[src/rtl/nvrc_pkg.sv]
// Package for the record-check and raw SPI command interpreter.
// Assumes one 10 MHz clock and a synchronous active-high reset.
`default_nettype none
package nvrc_pkg;
   localparam logic [15:0] CMD_RECORD_CHECK = 16'h850d;
   localparam logic [15:0] CMD_CHECK_STATUS = 16'h850e;
   localparam logic [15:0] CMD_RAW_ISSUE = 16'h850f;
   localparam logic [15:0] CMD_RAW_RESPONSE = 16'h8510;
   // Result codes; values are local choices
   localparam logic [7:0] RESULT_OK = 8'h00;
   localparam logic [7:0] RESULT_NO_DEVICE = 8'h01;
   localparam logic [7:0] RESULT_BAD_DESCRIPTOR = 8'h02;
   localparam logic [7:0] RESULT_OUT_OF_RANGE = 8'h03;
   localparam logic [7:0] RESULT_BUSY = 8'h04;
   localparam logic [7:0] RESULT_UNSUPPORTED = 8'h05;
   localparam logic [7:0] RESULT_ACCESS_DENIED = 8'h06;
   localparam logic [7:0] RESULT_OUT_OF_MEMORY = 8'h07;
   localparam logic [7:0] RESULT_ALREADY_RUNNING = 8'h08;
   localparam logic [7:0] RESULT_CHECKSUM = 8'h09;
   // Request and response byte offsets
   localparam int OFS_RAW_OPCODE = 0;
   localparam int OFS_RAW_TX_LEN = 1;
   localparam int OFS_RAW_RX_LEN = 2;
   localparam int OFS_RAW_TX_DATA = 3;
   localparam int OFS_CHK_ERROR = 0;
   localparam int OFS_CHK_TYPE = 1;
   localparam int OFS_CHK_LENGTH = 2;
   localparam int OFS_CHK_HDR_SUM = 4;
   localparam int OFS_CHK_CALC_SUM = 6;
   localparam int OFS_CHK_ADDR = 8;
   localparam int OFS_CHK_COUNT = 12;
   localparam logic [8:0] RAW_TX_MAX = 9'd253;
   localparam logic [8:0] RAW_RX_MAX = 9'd256;
   // Record type codes; arbitrary encodings
   localparam logic [7:0] REC_DIRECTORY = 8'h01;
   localparam logic [7:0] REC_STARTUP_TABLE = 8'h02;
   localparam logic [7:0] REC_PATCH_DIR = 8'h03;
   localparam logic [7:0] REC_OVERLAY_DIR_LO = 8'h04;
   localparam logic [7:0] REC_OVERLAY_DIR_HI = 8'h07;
   localparam logic [7:0] REC_CMD_SEQ_DIR = 8'h08;
   localparam logic [7:0] REC_CMD_SEQ = 8'h09;
   localparam logic [7:0] REC_XFORM_DIR = 8'h0a;
   localparam logic [7:0] REC_NULL = 8'h00;
   localparam logic [7:0] REC_NULL_EXT = 8'hff;

   typedef enum logic [2:0] {
      ST_IDLE = 3'b000, ST_CHECK = 3'b001, ST_RAW_CMD = 3'b010,
      ST_RAW_TX = 3'b011, ST_RAW_RX = 3'b100, ST_RAW_END = 3'b101
   } nvrc_state_type;

   // Host command channel
   typedef struct packed {
      logic valid;
      logic [15:0] code;
      logic meta_only;
      logic [7:0] opcode;
      logic [7:0] tx_len;
      logic [8:0] rx_len;
   } nvrc_cmd_type;

   // Record fetched by the record walker
   typedef struct packed {
      logic valid;
      logic last;
      logic [7:0] rtype;
      logic [15:0] length;
      logic [15:0] hdr_sum;
      logic [15:0] calc_sum;
      logic [31:0] addr;
   } nvrc_record_type;

   // Check-status report
   typedef struct packed {
      logic [7:0] error;
      logic [7:0] rtype;
      logic [15:0] length;
      logic [15:0] hdr_sum;
      logic [15:0] calc_sum;
      logic [31:0] addr;
      logic [15:0] count;
   } nvrc_report_type;

   // SPI byte engine request
   typedef struct packed {
      logic valid;
      logic write;
      logic [7:0] data;
   } nvrc_spi_req_type;
endpackage
`default_nettype wire

[src/rtl/nvrc_rx_mem.sv]
// Receive buffer of 256 bytes for raw SPI reads.
// Assumes one clock; read data is registered.
`default_nettype none
module nvrc_rx_mem
   import nvrc_pkg::*;
(
   // Clock
   input wire logic core_clk,
   // Write port
   input wire logic wr_en,
   input wire logic [7:0] wr_addr,
   input wire logic [7:0] wr_data,
   // Read port
   input wire logic [7:0] rd_addr,
   output logic [7:0] rd_data
);
   logic [7:0] mem [0:255];

   always_ff @(posedge core_clk) begin
      if (wr_en) begin
         mem[wr_addr] <= wr_data;
      end
      rd_data <= mem[rd_addr];
   end
endmodule
`default_nettype wire

[src/rtl/nvrc_top.sv]
// Command interpreter for record checking and raw SPI memory commands.
// Assumes a record walker delivers records and an SPI byte engine moves bytes.
// Overview of operation
// - Record check takes and frees lock itself
// - Lock unavailable gives access denied
// - No memory or directory gives no device
// - Borrow RAM, out of memory, release
// - Metadata flag restricts check to metadata records
// - Classify metadata and data record types
// - Filler records end the check
// - Stop at first checksum mismatch
// - One-time-program images are never checked
// - Status query: ok when done, busy otherwise
// - Report fields at fixed response offsets
// - Record count includes the failing record
// - Raw command sends opcode, then transmit bytes
// - Opcode at +0, transmit count at +1
// - Receive count at +2, read afterwards
// - Transmit data from +3, ignored if none
// - Non-SPI bad descriptor, missing no device
// - Counts out of range refused
// - Raw command needs host-held lock
// - Busy while running, else ok
// - Opcode forwarded without decoding
// - Record check compares stored to computed sums
// - Response query returns status and bytes
`default_nettype none
module nvrc_top
   import nvrc_pkg::*;
(
   // Clock and reset
   input wire logic core_clk,
   input wire logic srst,
   // Host command channel
   input wire nvrc_cmd_type cmd,
   output logic [7:0] cmd_result,
   output logic cmd_done,
   // Memory environment
   input wire logic mem_present,
   input wire logic mem_is_spi,
   input wire logic directory_valid,
   input wire logic image_is_otp,
   input wire logic host_holds_lock,
   input wire logic lock_free,
   output logic lock_take,
   output logic lock_release,
   input wire logic ram_free,
   output logic ram_borrow,
   output logic ram_return,
   // Record walker
   output logic rec_start,
   output logic rec_meta_only,
   output logic rec_next,
   input wire nvrc_record_type rec,
   // Check report
   output nvrc_report_type report,
   // Transmit payload source
   output logic [7:0] tx_index,
   input wire logic [7:0] tx_byte,
   // SPI byte engine
   output nvrc_spi_req_type spi_req,
   output logic spi_select,
   input wire logic spi_ack,
   input wire logic [7:0] spi_rx_byte,
   // Received data readback
   input wire logic [7:0] rx_rd_addr,
   output logic [7:0] rx_rd_data,
   output logic [8:0] rx_count
);
   typedef struct packed {
      nvrc_state_type st;
      logic [7:0] result;
      logic done;
      logic lock_take;
      logic lock_release;
      logic ram_borrow;
      logic ram_return;
      logic rec_start;
      logic meta_only;
      logic rec_next;
      nvrc_report_type rpt;
      logic [7:0] opcode;
      logic [7:0] tx_left;
      logic [8:0] rx_left;
      logic [7:0] tx_idx;
      logic [8:0] rx_cnt;
      logic [7:0] raw_status;
      nvrc_spi_req_type spi;
      logic sel;
      logic rx_we;
      logic [7:0] rx_data;
   } nvrc_regs_type;

   nvrc_regs_type r_q, r_d;

   function automatic logic is_metadata(input logic [7:0] t);
      return t == REC_DIRECTORY || t == REC_STARTUP_TABLE || t == REC_PATCH_DIR ||
         (t >= REC_OVERLAY_DIR_LO && t <= REC_OVERLAY_DIR_HI) ||
         t == REC_CMD_SEQ_DIR || t == REC_CMD_SEQ || t == REC_XFORM_DIR;
   endfunction

   // Filler records carry no usable checksum
   function automatic logic is_filler(input logic [7:0] t);
      return t == REC_NULL || t == REC_NULL_EXT;
   endfunction

   // Meta-only runs skip data records, so their sums never fail a check
   function automatic logic is_checked(input logic meta, input logic [7:0] t);
      return !meta || is_metadata(t);
   endfunction

   nvrc_rx_mem u_rx_mem (
      .core_clk(core_clk),
      .wr_en(r_q.rx_we),
      .wr_addr(r_q.rx_cnt[7:0]),
      .wr_data(r_q.rx_data),
      .rd_addr(rx_rd_addr),
      .rd_data(rx_rd_data)
   );

   always_comb begin
      r_d = r_q;
      r_d.done = 1'b0;
      r_d.lock_take = 1'b0;
      r_d.lock_release = 1'b0;
      r_d.ram_borrow = 1'b0;
      r_d.ram_return = 1'b0;
      r_d.rec_start = 1'b0;
      r_d.rec_next = 1'b0;
      r_d.rx_we = 1'b0;
      r_d.spi.valid = 1'b0;
      if (r_q.rx_we) begin
         r_d.rx_cnt = r_q.rx_cnt + 9'd1;
      end
      // Queries answer in any state; new operations only when idle
      if (cmd.valid) begin
         r_d.done = 1'b1;
         case (cmd.code)
            CMD_CHECK_STATUS: begin
               r_d.result = (r_q.st == ST_CHECK) ? RESULT_BUSY : RESULT_OK;
            end
            CMD_RAW_RESPONSE: begin
               if (!host_holds_lock) begin
                  r_d.result = RESULT_ACCESS_DENIED;
               end else if (r_q.st inside {ST_RAW_CMD, ST_RAW_TX, ST_RAW_RX, ST_RAW_END}) begin
                  r_d.result = RESULT_BUSY;
               end else begin
                  r_d.result = r_q.raw_status;
               end
            end
            CMD_RECORD_CHECK: begin
               if (r_q.st != ST_IDLE) begin
                  r_d.result = RESULT_BUSY;
               end else if (!lock_free) begin
                  r_d.result = RESULT_ACCESS_DENIED;
               end else if (!mem_present || !directory_valid || image_is_otp) begin
                  r_d.result = RESULT_NO_DEVICE;
               end else if (!ram_free) begin
                  r_d.result = RESULT_OUT_OF_MEMORY;
               end else begin
                  r_d.result = RESULT_OK;
                  r_d.lock_take = 1'b1;
                  r_d.ram_borrow = 1'b1;
                  r_d.rec_start = 1'b1;
                  r_d.meta_only = cmd.meta_only;
                  r_d.rpt = '0;
                  r_d.st = ST_CHECK;
               end
            end
            // Refusal order: device, kind, lock, busy, range
            CMD_RAW_ISSUE: begin
               if (!mem_present) begin
                  r_d.result = RESULT_NO_DEVICE;
               end else if (!mem_is_spi) begin
                  r_d.result = RESULT_BAD_DESCRIPTOR;
               end else if (!host_holds_lock) begin
                  r_d.result = RESULT_ACCESS_DENIED;
               end else if (r_q.st != ST_IDLE) begin
                  r_d.result = RESULT_BUSY;
               end else if ({1'b0, cmd.tx_len} > RAW_TX_MAX || cmd.rx_len > RAW_RX_MAX) begin
                  r_d.result = RESULT_OUT_OF_RANGE;
               end else begin
                  r_d.result = RESULT_OK;
                  r_d.raw_status = RESULT_BUSY;
                  r_d.opcode = cmd.opcode;
                  r_d.tx_left = cmd.tx_len;
                  r_d.rx_left = cmd.rx_len;
                  r_d.tx_idx = 8'h00;
                  r_d.rx_cnt = 9'h000;
                  r_d.sel = 1'b1;
                  r_d.st = ST_RAW_CMD;
               end
            end
            default: begin
               r_d.result = RESULT_UNSUPPORTED;
            end
         endcase
      end
      case (r_q.st)
         ST_IDLE: begin
         end
         ST_CHECK: begin
            if (rec.valid) begin
               if (is_checked(r_q.meta_only, rec.rtype)) begin
                  r_d.rpt.count = r_q.rpt.count + 16'h0001;
               end
               if (is_filler(rec.rtype)) begin
                  r_d.st = ST_IDLE;
               end else if (is_checked(r_q.meta_only, rec.rtype) &&
                     rec.hdr_sum != rec.calc_sum) begin
                  r_d.rpt.error = RESULT_CHECKSUM;
                  r_d.rpt.rtype = rec.rtype;
                  r_d.rpt.length = rec.length;
                  r_d.rpt.hdr_sum = rec.hdr_sum;
                  r_d.rpt.calc_sum = rec.calc_sum;
                  r_d.rpt.addr = rec.addr;
                  r_d.st = ST_IDLE;
               end else if (rec.last) begin
                  r_d.st = ST_IDLE;
               end else begin
                  r_d.rec_next = 1'b1;
               end
               if (r_d.st == ST_IDLE) begin
                  r_d.lock_release = 1'b1;
                  r_d.ram_return = 1'b1;
               end
            end
         end
         ST_RAW_CMD: begin
            r_d.spi = '{valid: 1'b1, write: 1'b1, data: r_q.opcode};
            r_d.st = ST_RAW_TX;
         end
         ST_RAW_TX: begin
            if (spi_ack) begin
               if (r_q.tx_left != 8'h00) begin
                  r_d.spi = '{valid: 1'b1, write: 1'b1, data: tx_byte};
                  r_d.tx_left = r_q.tx_left - 8'h01;
                  r_d.tx_idx = r_q.tx_idx + 8'h01;
               end else if (r_q.rx_left != 9'h000) begin
                  r_d.spi = '{valid: 1'b1, write: 1'b0, data: 8'h00};
                  r_d.st = ST_RAW_RX;
               end else begin
                  r_d.st = ST_RAW_END;
               end
            end
         end
         ST_RAW_RX: begin
            if (spi_ack) begin
               // Engine holds the byte only with ack; write it next cycle
               r_d.rx_data = spi_rx_byte;
               r_d.rx_we = 1'b1;
               r_d.rx_left = r_q.rx_left - 9'h001;
               if (r_q.rx_left != 9'h001) begin
                  r_d.spi = '{valid: 1'b1, write: 1'b0, data: 8'h00};
               end else begin
                  r_d.st = ST_RAW_END;
               end
            end
         end
         ST_RAW_END: begin
            // Select drops only after the last byte's ack
            r_d.sel = 1'b0;
            r_d.raw_status = RESULT_OK;
            r_d.st = ST_IDLE;
         end
         default: begin
            r_d.st = ST_IDLE;
         end
      endcase
   end

   always_ff @(posedge core_clk) begin
      if (srst) begin
         r_q <= '0;
         // No raw command yet, so the response query reads ok
         r_q.st <= ST_IDLE;
         r_q.raw_status <= RESULT_OK;
      end else begin
         r_q <= r_d;
      end
   end

   assign cmd_result = r_q.result;
   assign cmd_done = r_q.done;
   assign lock_take = r_q.lock_take;
   assign lock_release = r_q.lock_release;
   assign ram_borrow = r_q.ram_borrow;
   assign ram_return = r_q.ram_return;
   assign rec_start = r_q.rec_start;
   assign rec_meta_only = r_q.meta_only;
   assign rec_next = r_q.rec_next;
   assign report = r_q.rpt;
   assign tx_index = r_q.tx_idx;
   assign spi_req = r_q.spi;
   assign spi_select = r_q.sel;
   assign rx_count = r_q.rx_cnt;
endmodule
`default_nettype wire

[config.mk]
export PLATFORM = sky130hd
export DESIGN_NAME = nvrc_top
export DESIGN_NICKNAME = d
export VERILOG_FILES = /design/src/rtl/nvrc_pkg.sv /design/src/rtl/nvrc_rx_mem.sv /design/src/rtl/nvrc_top.sv
export SDC_FILE = /design/constraint.sdc
export NUM_CORES = 2
export LEC_CHECK = 0
export ABC_AREA = 1
export BUFFER_PORTS_ARGS = -buffer_cell sky130_fd_sc_hd__buf_2
export CAP_MARGIN = 0
export CORE_MARGIN = 5
export CORE_UTILIZATION = 25
export CTS_CLUSTER_SIZE = 24
export DETAILED_ROUTE_END_ITERATION = 8
export HOLD_SLACK_MARGIN = 0.05
export PLACE_DENSITY = 0.43
export SLEW_MARGIN = 20
export SYNTH_ARGS = -nofsm -noshare
export SYNTH_HDL_FRONTEND = slang
export SYNTH_SLANG_ARGS = --single-unit
[constraint.sdc]
create_clock -name core_clk -period 9.9 [get_ports core_clk]
set_input_delay 1.485 -clock core_clk [delete_from_list [all_inputs] [get_ports core_clk]]
set_output_delay 1.485 -clock core_clk [all_outputs]
set_load 0.01 [all_outputs]
==> results.cfg <==
[routing]
routed_wl_um = 308000
drt_pre_antenna_iters = 8
wire_per_inst_um = 22.7
vias = 62700
vias_per_cell = 4.62
route.detailed.drc = 0
ant_nets = 0
first_iter_violations = 5675

[floorplanning]
die_w_um = 620
design.die.area_um2 = 384000
die_h_um = 620
start_util_pct = 25.0
core_area_um2 = 371000
rows = 224
num_io_pins = 331

[worst_hold_path]
holdPathEnd = report[106]
hold_depth = 2
hp-class = reg -> reg
hp-start = report[106]

[yosys]
synthArstFlopShare_pct = 0
synth_compound_area_share_pct = 1.35
synth_mux_area_share_pct = 0
ys.warnings.count = 0
synthXorXnorAreaFrac_pct = 0.170
synth-adder-area-share_pct = 0.121
synth_top_family_by_area = simple AND/OR/NAND/NOR gates
post_synth_num_cell_types = 44
syn_area_per_cell_um2 = 11.1
synth_simple_gate_area_share_pct = 23.0
ys_seq_area_share_pct = 70.3
synth-edff-count = 2048
netlist_instances = 8367
ys.flop_type = edfxtp_1
yosys.area.top_type = edfxtp_1
synth_commonest_cells = nand2_1 (2463), nand3_1 (2074), edfxtp_1 (2048), nor2_1 (384), buf_2 (288)
synth_seq_cells = 2242
synthesis.area_um2 = 92900
synth_most_common_cell = nand2_1
synth.area.top_cells = edfxtp_1 (66%), nand3_1 (11%), nand2_1 (9.9%)
netlist.area_leader.share_pct = 66.2

[clock_network]
postCtsHoldBufs = 0
cts_max_path_buffers = 4
cts_tree = done
cts-resized-gates = 0
path_clk_slew_ns = 0.06
cts_root_buffer = clkbuf_16
cts_setup_buffers = 0
cts_buffers = 266
cts_sinks = 2242
cts_max_level = 5
insertion_delay_ns = 0.89

[global_route]
grt_max_degree = 186
grt_util_all_layers_pct = 15.4
grt_overflow_total = 0
antenna_found_initial = 17
grt_pass1_vias = 60800
grt_pass1_wl_um = 442000

[finish]
final_nets = 8552
area_delta_synth_final_pct = 14.7
drive_gt1_share_pct = 9.79
final_util_pct = 28.7
fillers = 38200

[sta]
worst_slew_pin_slew_ns = 1.21
finalCriticalPeriod_ns = 4.33
setup_tns_ns = 0
fin_crit_sh_pct = 43.8
fmax_mhz = 231
slew_headroom_pct = 19.3
setup_viol = 0
rsz0062_at_grt = no
finalMaxSlewViolations = 0
hold_viol_final = 0
skew_ns = 0.0837

[worst_setup_path]
critPathCaptureType = register
r2r_end = u_rx_mem.mem[18][5]
r2r-start = rx_count[2]
cp-start-kind = primary input
crit_type = in -> reg
critical_path_required_ns = 10.73
rrSetupSlack_ns = 6.39
crit_fanout = 82
worstPathArrival_ns = 5.17
reg2regPathDepth = 6

[pwr]
ir_drop_uv = 121
p_leak_nw = 40.5
p_total_mw = 20.9
p_per_area_nw_per_um2 = 196

[place]
gp_congestion = 0.863
io_buffer_count = 325
dp_hpwl_um = 179000

[run_status]
status = complete, no violations

[flow_run]
max_cap_violations = 0
-- cell families after synthesis --
family | after synthesis
and+or+nand+nor | 4970
DFF | 2242
buffers and inverters | 899
AOI/OAI and AO/OA | 228
xor gates and xnor gates | 18
adders and majority gates | 9
other | 1
-- state kept, by name (all words and copies together) (netlist names), 3 cells and up --
signal	flops
cmd_result	3
r_q	37
report	112
rx_count	9
spi_req	10
tx_index	8
u_rx_mem.mem	2048
u_rx_mem.rd_data	8
-- per-stage QoR --
stage	setup WS [ns]	cell area, um2	hold WS (ns)	std cells
floorplan	5.65	93000	0.418	8371
global placement	4.72	98000	0.425	13100
detailed placement	4.71	98000	0.427	13100
CTS	5.68	107000	0.437	13600
global route	5.46	107000	0.455	13600
finish	5.57	107000	0.434	13600
-- power by group --
group          switching [mW]  internal, mW
Sequential             0.0168          10.2
Combinational           0.691         0.234
Clock                    4.04          5.73
-- per-layer routing --
layer / GRT usage (%) / part of all wire (%) / vias up
li1: - / - / 29100
met1: 20.7 / 43 / 31300
met2: 25.7 / 48 / 1931
met3: 2.30 / 5.8 / 409
met4: 4.46 / 3.0 / 2
met5: 0 / 0.0036 / -
-- critical path: stages --
cell,delay [ns]
buf_8,0.32
buf_4,0.59
buf_4,0.84
nand2_1,0.10
nand3_1,0.13
nand3_1,0.15
nand3_1,0.20
nand3_1,0.17
nand3_1,0.30
nand3_1,0.24
nand2_1,0.22
nand2_1,0.16
nand2_1,0.10
-- layout make-up --
class | instances | area, um2 | share of cell area [%]
Multi-Input combinational cell | 5230 | 23000 | 21.6
Antenna cell | 10 | 25.0 | 0.0235
Clock buffer | 345 | 7140 | 6.70
Tap cell | 4972 | 6220 | 5.83
Clock inverter | 137 | 1420 | 1.33
Sequential cell | 2242 | 65400 | 61.4
Timing Repair Buffer | 416 | 2560 | 2.40
Inverter | 220 | 862 | 0.809
-- placed cells by master (no fill, tap or decap), drive strengths merged, types with 2 or more instances in the layout --
master    instances
dfxtp           194
nand3b            2
o22ai             2
ha                9
or2               4
clkinvlp          7
bufinv           23
inv             237
nor3             22
nand2          2467
o211ai            8
o31ai             3
diode            10
a21oi            55
a31oi            14
xnor2            12
nor2            387
nand3          2075
edfxtp         2048
clkbuf          345
nand4            11
buf             416
o21ai           139
clkinv           90
xor2              6
conb              5
-- worst max path at each step --
stage | start | end | depth (start not counted)
after global routing | rx_rd_addr[0] | u_rx_mem.rd_data[3] | 13
final | rx_rd_addr[0] | u_rx_mem.rd_data[3] | 13
after CTS | rx_rd_addr[0] | u_rx_mem.rd_data[3] | 13
after global placement | rx_rd_addr[0] | u_rx_mem.rd_data[3] | 13
after detailed placement | rx_rd_addr[0] | u_rx_mem.rd_data[1] | 13
after floorplan | r_q[0] | u_rx_mem.mem[0][0] | 0
Note: power is estimated with default switching activity, not from simulation.
